===== src/hw/spi_host_cfg.svh =====
/*
  Constants of the serial register port host: frame layout, checksum, timing.
  Assumes inclusion by the design modules of the host; the package does not include it.
*/
// Behaviour
// RULE_01 - Checksum off: each transaction is four bytes under one select.
// RULE_02 - Checksum on: every read or write transaction is five bytes.
// RULE_03 - Device starts with checksum off; software reset keeps the setting.
// RULE_04 - Checksum enable changes any time and covers reads and writes.
// RULE_05 - Host appends correct checksum over the four bytes of a write.
// RULE_06 - Device recomputes write checksum and flags an error on mismatch.
// RULE_07 - Device ignores host final byte on reads and does not verify.
// RULE_08 - Device returns checksum over command byte and three data bytes.
// RULE_09 - Host verifies the checksum returned on reads.
// RULE_10 - Command is 7-bit address, direction bit, 24-bit payload.
// RULE_11 - 32-bit frame: address 31:25, direction 24, payload 23:0.
// RULE_12 - 40-bit frame: address 39:33, direction 32, payload 31:8, checksum 7:0.
// RULE_13 - Checksum is 8-bit cyclic code, polynomial x^8+x^5+x^4+1.
// RULE_14 - Checksum starts at zero, no final inversion, reflected in and out.
// RULE_15 - Checksum covers exactly the 32 bits of the plain frame.
// RULE_16 - Device exposes a readable 32-bit per-part tracking number.
// RULE_17 - Port held in reset until power-on reset releases.
// RULE_18 - Bits go most significant first, one active-low select per transaction.
// RULE_19 - Failed-checksum write leaves register unchanged; error flag stays set.
`ifndef SPI_HOST_CFG_SVH
`define SPI_HOST_CFG_SVH

`define FRAME_BITS_PLAIN 6'h20
`define FRAME_BITS_CRC 6'h28
`define CRC_POLY 8'h31
`define CRC_INIT 8'h00
`define CRC_XOR_OUT 8'h00
`define CLK_PERIOD_NS 10
// Half period outlasts the four-cycle MISO synchroniser delay
`define SCLK_HALF_NS 50
`define SCLK_HALF_CYC ((`SCLK_HALF_NS + `CLK_PERIOD_NS - 1) / `CLK_PERIOD_NS)
`define CS_GAP_NS 50
`define CS_GAP_CYC ((`CS_GAP_NS + `CLK_PERIOD_NS - 1) / `CLK_PERIOD_NS)

`endif


===== src/hw/spi_host_pkg.sv =====
/*
  Types of the serial register port host.
  Assumes spi_host_cfg.svh is on the include path.
*/
package spi_host_pkg;

  typedef struct packed {
    logic [6:0] addr;
    logic read;
    logic [23:0] data;
  } cmd_type;

  typedef struct packed {
    logic [23:0] data;
    logic crc_bad;
  } rsp_type;

  typedef enum logic [1:0] {ST_IDLE, ST_SHIFT, ST_GAP} state_type;

endpackage


===== src/hw/crc8_reflected.sv =====
/*
  One byte step of the reflected 8-bit checksum.
  Assumes a purely combinational use; the caller holds the running value.
*/
`timescale 1ns/100ps
`include "spi_host_cfg.svh"

module crc8_reflected (
  input wire logic [7:0] crc_in,
  input wire logic [7:0] byte_in,
  output logic [7:0] crc_out
);

  logic [7:0] poly_rev;

  // Reflected polynomial, LSB-first update
  always_comb begin
    logic [7:0] c;
    c = 8'h00;
    poly_rev = {<<{8'(`CRC_POLY)}}; // RULE_13
    c = crc_in ^ byte_in; // RULE_14
    for (int i = 0; i < 8; i++) begin
      if (c[0]) begin
        c = (c >> 1) ^ poly_rev;
      end else begin
        c = c >> 1;
      end
    end
    crc_out = c;
  end

endmodule


===== src/hw/spi_host.sv =====
/*
  Host side of the serial register port: frames 32- or 40-bit transactions,
  appends the write checksum and checks the read checksum.
  Assumes the device samples MOSI on the rising SCLK edge and shifts MISO on
  the falling edge (mode 0); MISO arrives from outside and is synchronised.
*/
`timescale 1ns/100ps
`include "spi_host_cfg.svh"

module spi_host (
  input wire logic CLK,
  input wire logic RESET,
  input wire logic CRC_EN,
  input wire logic REQ_VALID,
  output logic REQ_READY,
  input wire spi_host_pkg::cmd_type REQ_CMD,
  output logic RSP_VALID,
  output spi_host_pkg::rsp_type RSP,
  output logic SCLK,
  output logic CS_N,
  output logic MOSI,
  input wire logic MISO
);

  // ****************************************
  // Input synchroniser and checksum helpers
  // ****************************************
  logic miso_s1_r, miso_s2_r, miso_s3_r, miso_val_r;
  logic miso_val_nxt;

  always_comb begin
    miso_val_nxt = miso_val_r;
    if (miso_s2_r == miso_s3_r) begin
      miso_val_nxt = miso_s3_r;
    end
  end

  always_ff @(posedge CLK) begin
    if (RESET) begin
      miso_s1_r <= 1'b0;
      miso_s2_r <= 1'b0;
      miso_s3_r <= 1'b0;
      miso_val_r <= 1'b0;
    end else begin
      miso_s1_r <= MISO;
      miso_s2_r <= miso_s1_r;
      miso_s3_r <= miso_s2_r;
      miso_val_r <= miso_val_nxt;
    end
  end

  // Checksum over four bytes, chained; the LSB-first step does the reflection
  logic [31:0] crc_src;
  logic [7:0] crc_chain [0:4];
  logic [7:0] crc_result;
  assign crc_chain[0] = 8'(`CRC_INIT);
  genvar g;
  generate
    for (g = 0; g < 4; g++) begin : g_crc
      crc8_reflected u_step (
        .crc_in(crc_chain[g]),
        .byte_in(crc_src[31-8*g -: 8]),
        .crc_out(crc_chain[g+1])
      );
    end
  endgenerate
  assign crc_result = crc_chain[4] ^ 8'(`CRC_XOR_OUT); // RULE_14 RULE_15

  // ****************************************
  // Frame sequencer
  // ****************************************
  spi_host_pkg::state_type state_r, state_nxt;
  logic [39:0] tx_r, tx_nxt;
  logic [39:0] rx_r, rx_nxt;
  logic [5:0] bits_r, bits_nxt;
  logic [5:0] len_r, len_nxt;
  logic [3:0] tim_r, tim_nxt;
  logic sclk_r, sclk_nxt;
  logic cs_n_r, cs_n_nxt;
  logic crc_on_r, crc_on_nxt;
  logic read_r, read_nxt;
  logic rsp_v_r, rsp_v_nxt;
  spi_host_pkg::rsp_type rsp_r, rsp_nxt;
  logic [7:0] rsp_crc;

  assign crc_src = (state_r == spi_host_pkg::ST_IDLE) ? {REQ_CMD.addr, REQ_CMD.read, REQ_CMD.data} : rx_r[39:8];
  assign rsp_crc = rx_r[7:0];

  always_comb begin
    state_nxt = state_r;
    tx_nxt = tx_r;
    rx_nxt = rx_r;
    bits_nxt = bits_r;
    len_nxt = len_r;
    tim_nxt = tim_r;
    sclk_nxt = sclk_r;
    cs_n_nxt = cs_n_r;
    crc_on_nxt = crc_on_r;
    read_nxt = read_r;
    rsp_v_nxt = 1'b0;
    rsp_nxt = rsp_r;
    case (state_r)
      spi_host_pkg::ST_IDLE: begin
        if (REQ_VALID) begin
          crc_on_nxt = CRC_EN; // RULE_04
          read_nxt = REQ_CMD.read;
          tx_nxt = {REQ_CMD.addr, REQ_CMD.read, REQ_CMD.data, 8'h00}; // RULE_10 RULE_11 RULE_12
          if (CRC_EN && !REQ_CMD.read) begin
            tx_nxt[7:0] = crc_result; // RULE_05
          end
          len_nxt = CRC_EN ? 6'(`FRAME_BITS_CRC) : 6'(`FRAME_BITS_PLAIN); // RULE_01 RULE_02
          bits_nxt = 6'h00;
          rx_nxt = 40'h00_0000_0000;
          tim_nxt = 4'(`SCLK_HALF_CYC - 1);
          cs_n_nxt = 1'b0; // RULE_18
          state_nxt = spi_host_pkg::ST_SHIFT;
        end
      end
      spi_host_pkg::ST_SHIFT: begin
        if (tim_r != 4'h0) begin
          tim_nxt = tim_r - 4'h1;
        end else begin
          tim_nxt = 4'(`SCLK_HALF_CYC - 1);
          if (!sclk_r) begin
            sclk_nxt = 1'b1;
            rx_nxt = {rx_r[38:0], miso_val_r}; // RULE_18
            bits_nxt = bits_r + 6'h01;
          end else begin
            sclk_nxt = 1'b0;
            tx_nxt = {tx_r[38:0], 1'b0};
            if (bits_r == len_r) begin
              cs_n_nxt = 1'b1;
              tim_nxt = 4'(`CS_GAP_CYC - 1);
              rsp_v_nxt = 1'b1;
              state_nxt = spi_host_pkg::ST_GAP;
              if (len_r == 6'(`FRAME_BITS_PLAIN)) begin
                rsp_nxt.data = rx_r[23:0];
                rsp_nxt.crc_bad = 1'b0;
              end else begin
                rsp_nxt.data = rx_r[31:8];
                rsp_nxt.crc_bad = read_r && (rsp_crc != crc_result); // RULE_09 RULE_08
              end
            end
          end
        end
      end
      spi_host_pkg::ST_GAP: begin
        if (tim_r != 4'h0) begin
          tim_nxt = tim_r - 4'h1;
        end else begin
          state_nxt = spi_host_pkg::ST_IDLE;
        end
      end
      default: begin
        state_nxt = spi_host_pkg::ST_IDLE;
      end
    endcase
  end

  always_ff @(posedge CLK) begin
    if (RESET) begin
      state_r <= spi_host_pkg::ST_IDLE;
      tx_r <= 40'h00_0000_0000;
      rx_r <= 40'h00_0000_0000;
      bits_r <= 6'h00;
      len_r <= 6'h20;
      tim_r <= 4'h0;
      sclk_r <= 1'b0;
      cs_n_r <= 1'b1;
      crc_on_r <= 1'b0;
      read_r <= 1'b0;
      rsp_v_r <= 1'b0;
      rsp_r <= '0;
    end else begin
      state_r <= state_nxt;
      tx_r <= tx_nxt;
      rx_r <= rx_nxt;
      bits_r <= bits_nxt;
      len_r <= len_nxt;
      tim_r <= tim_nxt;
      sclk_r <= sclk_nxt;
      cs_n_r <= cs_n_nxt;
      crc_on_r <= crc_on_nxt;
      read_r <= read_nxt;
      rsp_v_r <= rsp_v_nxt;
      rsp_r <= rsp_nxt;
    end
  end

  assign REQ_READY = (state_r == spi_host_pkg::ST_IDLE);
  assign SCLK = sclk_r;
  assign CS_N = cs_n_r;
  assign MOSI = tx_r[39];
  assign RSP_VALID = rsp_v_r;
  assign RSP = rsp_r;

  // ****************************************
  // Assertions and cover points
  // ****************************************
  int unsigned edge_cnt;
  always_ff @(posedge CLK) begin
    if (RESET || cs_n_r) begin
      edge_cnt <= 0;
    end else if (sclk_r && !sclk_nxt) begin
      edge_cnt <= edge_cnt + 1;
    end
  end

  a_plain_len: assert property (@(posedge CLK) disable iff (RESET) // RULE_01
    $rose(cs_n_r) && !crc_on_r |-> edge_cnt == 32) else $error("plain frame not 32 clocks");
  a_crc_len: assert property (@(posedge CLK) disable iff (RESET) // RULE_02
    $rose(cs_n_r) && crc_on_r |-> edge_cnt == 40) else $error("checksum frame not 40 clocks");
  a_cs_frame: assert property (@(posedge CLK) disable iff (RESET) // RULE_18
    $fell(cs_n_r) |-> !sclk_r throughout (state_r == spi_host_pkg::ST_SHIFT)[*2]) else $error("clock high at select");
  a_sclk_idle: assert property (@(posedge CLK) disable iff (RESET) // RULE_18
    cs_n_r |-> !sclk_r) else $error("clock toggles outside frame");
  a_addr_first: assert property (@(posedge CLK) disable iff (RESET) // RULE_11
    REQ_VALID && REQ_READY |=> MOSI == $past(REQ_CMD.addr[6])) else $error("address not first");
  a_wr_crc: assert property (@(posedge CLK) disable iff (RESET) // RULE_05
    REQ_VALID && REQ_READY && CRC_EN && !REQ_CMD.read |=> tx_r[7:0] == $past(crc_result)) else $error("write checksum wrong");
  a_rd_nocrc: assert property (@(posedge CLK) disable iff (RESET) // RULE_07
    REQ_VALID && REQ_READY && REQ_CMD.read |=> tx_r[7:0] == 8'h00) else $error("read tail not zero");
  a_rsp_once: assert property (@(posedge CLK) disable iff (RESET) // RULE_09
    RSP_VALID |=> !RSP_VALID ##0 cs_n_r) else $error("response not single pulse");

  c_plain_write: cover property (@(posedge CLK) REQ_VALID && REQ_READY && !CRC_EN && !REQ_CMD.read);
  c_crc_write: cover property (@(posedge CLK) REQ_VALID && REQ_READY && CRC_EN && !REQ_CMD.read);
  c_crc_read: cover property (@(posedge CLK) REQ_VALID && REQ_READY && CRC_EN && REQ_CMD.read);
  c_bad_crc: cover property (@(posedge CLK) RSP_VALID && RSP.crc_bad);

endmodule


===== config.mk =====
export PLATFORM = sky130hd
export DESIGN_NAME = spi_host
export DESIGN_NICKNAME = d
export VERILOG_FILES = /design/src/hw/spi_host_pkg.sv /design/src/hw/crc8_reflected.sv /design/src/hw/spi_host.sv
export VERILOG_INCLUDE_DIRS = /design/src /design/src/hw
export SDC_FILE = /design/constraint.sdc
export NUM_CORES = 1
export LEC_CHECK = 0
export BUFFER_PORTS_ARGS = -buffer_cell sky130_fd_sc_hd__buf_2
export CAP_MARGIN = 10
export CORE_UTILIZATION = 45
export CTS_CLUSTER_SIZE = 10
export DETAILED_ROUTE_END_ITERATION = 6
export GPL_ROUTABILITY_DRIVEN = 1
export PLACE_DENSITY = 0.66
export SYNTH_ARGS = -nofsm -noshare
export SYNTH_HDL_FRONTEND = slang
export SYNTH_SLANG_ARGS = --single-unit

===== constraint.sdc =====
create_clock -name CLK -period 5.1 [get_ports CLK]
set_input_delay 1.02 -clock CLK [delete_from_list [all_inputs] [get_ports CLK]]
set_output_delay 1.02 -clock CLK [all_outputs]
set_load 0.005 [all_outputs]

==> flow_summary_export.csv, run 1 <==
group,metric,value,unit
clock_tree,post_cts.repair.setup_buffers,0,
route,dr.first_iter.drc_count,390,
clock_tree,htreeDepth,4,
clock_tree,cts.reportedPaths.clkPinSlew,0.06,ns
setup_path,critPathArrivalTime,4.29,ns
placed_design,detailedPlace.worstSlack,0.9672,ns
timing,whs,0.4575,ns
logic_synthesis,synth-simple-area-share,0.1285,
setup_path,critical-path-max-stage-delay,0.54,ns
clock_tree,clock_path_buffers,2,
global_routing,grt_antenna_before_repair,0,
clock_tree,root_buffer,"clkbuf_16",
placed_design,io_buffers,66,
hold_path,hold_class,"flip-flop to flip-flop",
global_routing,grt_use_total,0.2133,
logic_synthesis,synth_edf_count,0,
timing,hold_viol_final,0,
logic_synthesis,ys.flop_type,"dfxtp_1",
route,ant_nets,0,
timing,period_needed,3.999,ns
timing,tightest_slew,1.026,ns
route,viasPerCell,5.198,
timing,finalClockSkew,0.01264,ns
die,std_cell_rows,45,
clock_tree,cts.repair.resized,0,
final_layout,areaGrowthSynthToFinish,14.56,%
die,io_pins,67,
timing,slew_viol_final,0,
timing,timing.final.ws_setup,1.101,ns
route,firstDrtPassIters,5,
global_routing,grt_util_met2,0.3472,
die,die_h,128.3,um
route,drt-total-wl,16830,um
logic_synthesis,ys_types,48,
timing,rsz0062_at_grt,"no",
setup_path,required,5.39,ns
global_routing,met3_usage,0.04299,
logic_synthesis,yosysSeqAreaShare,0.3516,
clock_tree,cts_buffers,17,
setup_path,worst_setup_path_end_kind,"flip-flop",
power_and_ir_drop,vdd_ir_drop_max,0.0008465,V
global_routing,grt_pass1_vias,5100,
final_layout,layout.cells.most_common,"dfxtp_1",
route,drt_drc_violations_left,0,
final_layout,nets,858,
final_layout,final_cell_mix,"dfxtp_1 (126), nand2_1 (111), mux2i_1 (81)",
setup_path,path_common_cell,"xnor2_1",
setup_path,cp_slowest_cell,"xor3_2",
setup_path,crit_fanout,8,
logic_synthesis,yosys.area_share.adder,0.01395,
route,wl_per_cell,16.23,um
global_routing,grt_max_degree,81,
status,outcome,"finished, final reports clean",
global_routing,grt_most_used_layer,"met2",
global_routing,grt-ovfl-total,0,
timing,fmax,0.2500,GHz
final_layout,drive_gt1_frac,0.1489,
logic_synthesis,synthMuxAreaShare,0.1212,
logic_synthesis,yosys_warnings,0,
timing,max_slew_margin,0.3147,
logic_synthesis,synth_compound_area_frac,0.1245,
setup_path,startpoint_type,"flip-flop",
placed_design,dp_hpwl,11730,um
power_and_ir_drop,leakage,0.003258,uW
logic_synthesis,synth_xor_area_frac,0.2248,
logic_synthesis,syn_area,7174,um2
clock_tree,clk_latency,0.43,ns
global_routing,met1_usage,0.2785,
setup_path,critical_path_class,"flip-flop to flip-flop",
clock_tree,cts_sinks,126,
logic_synthesis,ys_ff_latch,126,
final_layout,diodes,0,
clock_tree,cts_hold_buffers,0,
logic_synthesis,syn_avg_cell_area,9.257,um2
die,initial_utilization,0.4667,
logic_synthesis,synth_cells,775,
die,coreArea,15370,um2
timing,setup_tns,0,ns
clock_tree,tritoncts,"built",
setup_path,path_cells,"inv_1, ha_1, mux2i_4, xnor2_1, xor3_1, xnor2_1, xor3_2, xnor2_1, nand3_1, a2111oi_2, a41oi_1",
logic_synthesis,synth_top_family_by_area,"XOR/XNOR gates",
final_layout,final_area,8219,um2
placed_design,gp_congestion,0.8550,
power_and_ir_drop,power-per-cell-area,897.0,nW/um2
run,cap_violations,0,
timing,finalSetupViolCount,0,
route,via_count,5390,
logic_synthesis,async_reset_ff_frac,0,
power_and_ir_drop,power.total,7373,uW
timing,finalCritPeriodShare,0.7842,
die,dieArea,16450,um2
logic_synthesis,syn-num-nets,820,
placed_design,placed_area,7652,um2
global_routing,grt_pass1_wl,26740,um
die,die_x,128.3,um
==> area by class of cell <==
cell class                      instances  area (um2)
Timing Repair Buffer                   76       405.4
Clock inverter                         14       137.6
Fill cell                            1409        7152
Multi-Input combinational cell        585        4434
Tap cell                              211       264.0
Sequential cell                       126        2522
Clock buffer                           18       429.2
Inverter                                7       26.28
==> power by group <==
part           switching [uW]  internal, uW
clock network             480           676
logic                    2470          2500
registers                93.0          1150
==> critical path, delay by kind of cell, from the launching register on <==
family / cells / cell delay, ns
XOR/XNOR: 5 / 2.09
AO/OA/AOI/OAI: 2 / 0.54
flip-flops: 1 / 0.39
adder cells (fa/ha/maj): 1 / 0.35
multiplexers: 1 / 0.26
AND/OR/NAND/NOR: 1 / 0.15
buffers and inverters: 1 / 0.10
==> sequential cells by signal, summed over array words and instances, names as in the netlist <==
signal,count
miso_s1_r,1
CS_N,1
len_r,1
tx_r,40
read_r,1
rx_r,40
tim_r,4
miso_val_r,1
RSP_VALID,1
bits_r,6
RSP,25
miso_s3_r,1
state_r,2
SCLK,1
miso_s2_r,1
==> stage by stage <==
stage          cells    util
3_5_place_dp    1005  0.4978
6_report        1037  0.5347
4_1_cts         1037  0.5347
3_3_place_gp    1005  0.4978
5_1_grt         1037  0.5347
2_1_floorplan    775       -
==> logic make-up after synthesis <==
family / after synthesis
multiplexers: 85
AO/OA/AOI/OAI: 137
buffers and inverters: 64
XOR/XNOR: 129
flip-flops: 126
adder cells (fa/ha/maj): 8
AND/OR/NAND/NOR: 226
==> Yosys cell counts (all sizes together) (3+ instances only) <==
master,instances,area share
dfxtp,126,0.35
nor2,80,0.042
or3,3,0.0026
o21ai,6,0.0042
nor3,4,0.0028
a21o,3,0.0031
a31oi,7,0.0061
buf,7,0.0054
nand3,11,0.0077
clkbuf,50,0.026
xnor2,63,0.078
inv,7,0.0037
xor2,33,0.041
ha,8,0.014
a21oi,52,0.036
nand2b,6,0.0052
a211oi,57,0.060
nand4,3,0.0026
xor3,8,0.027
nor2b,4,0.0035
mux2i,83,0.12
xnor3,25,0.079
nand2,111,0.058
==> routing by layer <==
metal	vias up	wire [um]	share of wire
met1	2547	8059	0.48
met2	80	7996	0.48
li1	2742	-	-
met4	0	312	0.019
met3	21	465	0.028
met5	-	0	0
==> final timing paths <==
check | start | endpoint | slack (ns) | cells past startpoint
setup / recovery | state_r[0]$_SDFFE_PP0P_ | RSP[0]$_SDFFE_PP0P_ | 1.10 | 11
hold reg to reg | miso_s3_r$_SDFF_PP0_ | miso_val_r$_SDFFE_PP0N_ | 0.46 | 2
setup reg to reg | state_r[0]$_SDFFE_PP0P_ | RSP[0]$_SDFFE_PP0P_ | 1.10 | 11
hold / removal | miso_s3_r$_SDFF_PP0_ | miso_val_r$_SDFFE_PP0N_ | 0.46 | 2
Power figures use the tool's default switching activity.
==> inputs of run 2 (changes only) <==
clock period = 3.7 ns   (was 5.1 ns; I/O delays follow)
==> run 2 against run 1 <==
Die area is the same. Hold slack lost 0.0029 ns. Non-clock buffer count grew 29. Power grew 50%. Via count grew 1.3%. Critical path type unchanged.
==> flow_summary_export.csv, run 2 (synthesis gave the netlist of run 1 again) <==
group,metric,value,unit
status,outcome,"finished, final reports clean",
die,coreArea,15370,um2
timing,finalCritPeriodShare,0.9589,
route,dr.first_iter.drc_count,213,
timing,slew_viol_final,0,
power_and_ir_drop,power-per-cell-area,1304,nW/um2
placed_design,detailedPlace.worstSlack,0.02199,ns
global_routing,grt_use_total,0.2120,
setup_path,path_cells,"inv_1, ha_2, buf_12, mux2i_1, xnor3_1, xnor3_2, xor3_2, xnor2_1, or3_1, a2111oi_2, a41oi_1",
route,viasPerCell,5.124,
route,drt_drc_violations_left,0,
clock_tree,cts.reportedPaths.clkPinSlew,0.06,ns
placed_design,io_buffers,66,
setup_path,critical_path_class,"flip-flop to flip-flop",
die,die_x,128.3,um
setup_path,startpoint_type,"flip-flop",
final_layout,nets,887,
final_layout,fillers,1373,
global_routing,grt_most_used_layer,"met2",
clock_tree,cts_hold_buffers,0,
timing,finalSetupViolCount,0,
die,dieArea,16450,um2
route,ant_nets,0,
final_layout,final_area,8497,um2
final_layout,layout.cells.most_common,"dfxtp_1",
final_layout,instances_no_fill,1066,
setup_path,worst_setup_path_end_kind,"flip-flop",
run,cap_violations,0,
placed_design,dp_hpwl,11560,um
route,via_count,5462,
placed_design,gp_congestion,0.8593,
clock_tree,tritoncts,"built",
global_routing,grt_util_met2,0.3507,
hold_path,hold_class,"flip-flop to flip-flop",
power_and_ir_drop,vdd_ir_drop_max,0.001540,V
clock_tree,clock_path_buffers,2,
route,drt-total-wl,16660,um
timing,timing.final.ws_setup,0.1522,ns
global_routing,grt_pass1_vias,5235,
timing,fmax,0.2819,GHz
global_routing,met3_usage,0.05008,
setup_path,required,3.99,ns
clock_tree,cts_buffers,17,
global_routing,grt_antenna_before_repair,0,
final_layout,multi_input_area,4442,um2
setup_path,crit_fanout,13,
final_layout,areaGrowthSynthToFinish,18.43,%
die,std_cell_rows,45,
timing,period_needed,3.548,ns
global_routing,met1_usage,0.2696,
power_and_ir_drop,leakage,0.003427,uW
route,wl_per_cell,15.63,um
clock_tree,htreeDepth,4,
timing,tightest_slew,1.028,ns
timing,whs,0.4546,ns
route,firstDrtPassIters,4,
timing,rsz0062_at_grt,"yes",
timing,hold_viol_final,0,
final_layout,drive_gt1_frac,0.1766,
die,initial_utilization,0.4667,
timing,max_slew_margin,0.3146,
global_routing,grt_pass1_wl,26770,um
global_routing,grt_max_degree,81,
power_and_ir_drop,power.total,11080,uW
setup_path,critical-path-max-stage-delay,0.49,ns
clock_tree,cts_sinks,126,
timing,finalClockSkew,0.007481,ns
final_layout,seqCellArea,2522,um2
setup_path,cp_slowest_cell,"xnor3_1",
clock_tree,clk_latency,0.42,ns
placed_design,dp_cells,1032,
placed_design,placed_area,7861,um2
global_routing,grt-ovfl-total,0,
setup_path,critPathArrivalTime,3.83,ns
clock_tree,root_buffer,"clkbuf_16",
die,die_h,128.3,um
die,io_pins,67,
final_layout,final_cell_mix,"dfxtp_1 (126), nand2_1 (111), nor2_1 (80), mux2i_1 (80), buf_2 (66)",
final_layout,diodes,0,
-- run 2: cell types whose count changed in the layout (fill, tap and decap cells not counted), moves of 2 or more --
cell and delta:
clkinvlp_4 -2, clkinv_4 -3, inv_6 -3, clkbuf_1 +3, bufinv_16 +2, clkbuf_8 +2
buf_4 +27
-- run 2: cell type report --
class,instances,area share
multi-input combinational,585,0.5228
sequential,126,0.2969
timing repair buffer,105,0.07525
clock buffer,23,0.05507
tap,211,0.03107
clock inverter,9,0.01590
inverter,7,0.003092
-- run 2: per-stage QoR --
stage / utilization / setup TNS (ns)
finish: 0.5528 / 0
global placement: 0.5114 / 0
CTS: 0.5507 / 0
global route: 0.5528 / -0.04194
detailed placement: 0.5114 / 0
floorplan: - / 0
-- run 2: worst paths after layout --
path | startpoint | end | slack, ns | cells past startpoint
setup / recovery | state_r[1]$_SDFFE_PP0P_ | RSP[0]$_SDFFE_PP0P_ | 0.15 | 11
hold / removal | tx_r[0]$_SDFFE_PP0P_ | tx_r[0]$_SDFFE_PP0P_ | 0.45 | 2
setup reg to reg | state_r[1]$_SDFFE_PP0P_ | RSP[0]$_SDFFE_PP0P_ | 0.15 | 11
hold reg to reg | tx_r[0]$_SDFFE_PP0P_ | tx_r[0]$_SDFFE_PP0P_ | 0.45 | 2
-- run 2: what timing repair did --
action / 4_1_cts / 5_1_grt
setup buffers: 0 / 2
resized for setup: 0 / 4
endpoints found under the setup margin: 0 / 4
-- run 2: where the power goes --
group / total [uW] / switching (uW) / internal [uW]
Clock: 1710 / 615 / 1100
Combinational: 7660 / 3530 / 4130
Sequential: 1710 / 120 / 1590
-- run 2: metal layers --
metal	vias up	part of all wire
met5	-	0
met4	0	0.018
met3	18	0.029
met2	69	0.49
met1	2569	0.47
li1	2806	-
-- run 2: worst max-delay path: cells and delay by family, from the launching register on --
kind,cells,cell delay (ns)
flip-flops,1,0.34
buffers and inverters,2,0.28
adder cells (fa/ha/maj),1,0.24
AND/OR/NAND/NOR,1,0.34
AO/OA/AOI/OAI,2,0.44
multiplexers,1,0.27
XOR/XNOR,4,1.50
==> inputs of run 3 (changes only) <==
CAP_MARGIN = 15   (was 10)
PLACE_DENSITY = 0.67   (was 0.66)
SLEW_MARGIN = 25   (was unset)
SYNTH_HIERARCHICAL = 1   (was unset)
==> run 3 against run 2 <==
The run now ends with negative setup slack left. Clock skew rose by 0.0014 ns. Critical path depth rose by 13. Global-route usage rose by 1.6 points. Die area fell by 9.4%. Utilization rose by 7.2 points. Synthesized area fell by 9.5%. Maximum frequency fell by 31%. Worst setup slack got worse by 1.6 ns. First-iteration DRC count rose by 60%. Synthesized cell count fell by 18%. Hold slack improved by 0.0054 ns. Cell count fell by 8.6%. Largest cell class unchanged.
==> flow_summary_export.csv, run 3 <==
group,metric,value,unit
status,outcome,"complete, but fails checks",
status,violations,"negative setup slack",
timing,period_needed,5.115,ns
final_layout,final_area,8740,um2
setup_path,crit_fanout,6,
run,cap_violations,0,
setup_path,critical_path_class,"flip-flop to flip-flop",
timing,max_slew_margin,0.1572,
timing,timing.final.ws_setup,-1.415,ns
logic_synthesis,syn_area,6491,um2
logic_synthesis,ys.flop_type,"dfxtp_1",
global_routing,grt_antenna_before_repair,0,
final_layout,nets,825,
clock_tree,tritoncts,"built",
timing,slew_viol_final,0,
logic_synthesis,syn_avg_cell_area,10.22,um2
die,std_cell_rows,43,
timing,finalClockSkew,0.008886,ns
logic_synthesis,async_reset_ff_frac,0,
logic_synthesis,synth_edf_count,0,
global_routing,grt_use_total,0.2281,
route,drt-total-wl,16610,um
timing,fmax,0.1955,GHz
placed_design,dp_cells,920,
route,dr.first_iter.drc_count,340,
final_layout,instances_no_fill,974,
clock_tree,root_buffer,"clkbuf_16",
timing,tightest_slew,1.261,ns
route,wl_met2,8266,um
final_layout,utilization,0.6248,
logic_synthesis,synth_cells,635,
timing,finalSetupViolCount,9,
logic_synthesis,yosys_warnings,6,
route,top_layer_used,"met4",
route,drt_drc_violations_left,0,
logic_synthesis,synth_most_common_cell,"dfxtp_1",
die,dieArea,14910,um2
route,ant_nets,0,
die,coreArea,13990,um2
timing,hold_viol_final,0,
hold_path,hold_class,"flip-flop to flip-flop",
setup_path,required,3.98,ns
final_layout,layout.cells.most_common,"dfxtp_1",
clock_tree,cts_sinks,126,
logic_synthesis,synth_top_cell_by_area,"dfxtp_1",
clock_tree,clk_latency,0.43,ns
final_layout,final_cell_mix,"dfxtp_1 (124), buf_4 (92), nor2_1 (73)",
final_layout,areaGrowthSynthToFinish,34.64,%
setup_path,critPathArrivalTime,5.39,ns
die,die_x,122.1,um
clock_tree,clock_path_buffers,2,
timing,rsz0062_at_grt,"yes",
placed_design,io_buffers,66,
clock_tree,htreeDepth,4,
global_routing,grt-ovfl-total,0,
die,initial_utilization,0.4640,
global_routing,grt_pass1_vias,5288,
global_routing,grt_pass1_wl,25990,um
clock_tree,cts_hold_buffers,0,
route,wl_met3,633,um
placed_design,gp_congestion,0.8129,
global_routing,grt_max_degree,52,
logic_synthesis,ys_ff_latch,126,
route,drt-met1-wl,7393,um
clock_tree,cts.reportedPaths.clkPinSlew,0.06,ns
placed_design,dp_hpwl,11030,um
timing,whs,0.4600,ns
placed_design,placed_area,7751,um2
die,io_pins,67,
logic_synthesis,yosysTopAreaCellShare,0.3886,
route,via_count,5197,
setup_path,worst_setup_path_end_kind,"flip-flop",
logic_synthesis,ys_types,44,
final_layout,drive_gt1_frac,0.3967,
setup_path,startpoint_type,"flip-flop",
final_layout,fillers,1163,
logic_synthesis,synthTopCellsByCount,"dfxtp_1 (126), nor2_1 (74), mux2i_1 (57)",
final_layout,diodes,0,
route,firstDrtPassIters,5,
clock_tree,cts_buffers,17,
route,wl_per_cell,17.05,um
die,die_h,122.1,um
logic_synthesis,yosysSeqAreaShare,0.3886,
timing,finalCritPeriodShare,1.383,
route,viasPerCell,5.336,
logic_synthesis,synth.area.top_cells,"dfxtp_1 (39%), mux2i_1 (8.8%), xnor2_1 (7.6%)",
==> run 3: cell types whose count changed after synthesis, sizes merged, moves of 21 or more <==
cell | previous run | this run
clkbuf | 50 | 16
mux2 | 2 | 32
a22o | 0 | 41
a21oi | 52 | 12
xnor3 | 25 | 0
buf | 7 | 28
nand2 | 111 | 8
mux2i | 83 | 58
==> run 3: cells by family after synthesis <==
family	count (synthesis)	synth area share
AOI/OAI and AO/OA	140	0.1756
xor gates and xnor gates	98	0.1507
adders and majority gates	7	0.01349
buffers and inverters	56	0.03759
DFF	126	0.3886
muxes	90	0.1455
other	1	0.0005777
and+or+nand+nor	117	0.08789
==> run 3: per-layer routing <==
metal	vias to the layer above	global-route usage
met5	-	0
met4	0	0.08384
met3	21	0.05150
met2	110	0.3852
met1	2516	0.2828
li1	2550	-
==> run 3: what timing repair did <==
item | CTS | global route
hold endpoints to repair | 0 | 0
pin swaps | 41 | 31
endpoints found under the setup margin | 9 | 9
resized for setup | 13 | 25
buffers inserted | 15 | 9
==> run 3: layout make-up <==
cell class | count | area, um2 | area share
Sequential cell | 126 | 2525 | 0.2889
Clock buffer | 18 | 429.2 | 0.04911
Inverter | 12 | 45.04 | 0.005154
Tap cell | 180 | 225.2 | 0.02577
Clock inverter | 14 | 133.9 | 0.01532
Timing Repair Buffer | 164 | 1089 | 0.1246
Multi-Input combinational cell | 460 | 4293 | 0.4912
==> run 3: critical path, stage by stage (launching register included) <==
cell and delay, ns:
dfxtp_2 0.33, inv_2 0.07, ha_4 0.19, buf_6 0.11
mux2_4 0.31, xor2_4 0.16, xnor2_2 0.16, xnor2_2 0.28
xnor2_1 0.17, xor2_1 0.28, xnor2_2 0.13, xnor2_2 0.18
xnor2_1 0.26, xor2_1 0.26, xor2_1 0.26, xor2_1 0.25
xor2_2 0.22, buf_4 0.17, xnor2_4 0.15, xnor2_4 0.18
xor2_2 0.21, xnor2_1 0.17, nand4_1 0.11, o2111ai_1 0.25
a21oi_1 0.11
==> run 3: through the flow <==
step	setup TNS (ns)	setup slack (ns)
after floorplan	-0.7970	-0.3453
after global placement	-9.601	-1.244
after detailed placement	-10.99	-1.427
after CTS	-9.109	-1.198
after global routing	-12.50	-1.619
final	-10.16	-1.415
==> run 3: final timing paths <==
path / start / end / slack [ns] / cells past startpoint
max: state_r[0]$_SDFFE_PP0P_ / RSP[0]$_SDFFE_PP0P_ / -1.42 / 24
min: miso_s3_r$_SDFF_PP0_ / miso_val_r$_SDFFE_PP0N_ / 0.46 / 2
max reg2reg: state_r[0]$_SDFFE_PP0P_ / RSP[0]$_SDFFE_PP0P_ / -1.42 / 24
min reg2reg: miso_s3_r$_SDFF_PP0_ / miso_val_r$_SDFFE_PP0N_ / 0.46 / 2
Power of run 3 is left out: the tool's default activity adds up to more than one toggle a clock period on the data nets, which glitch-free logic cannot reach.
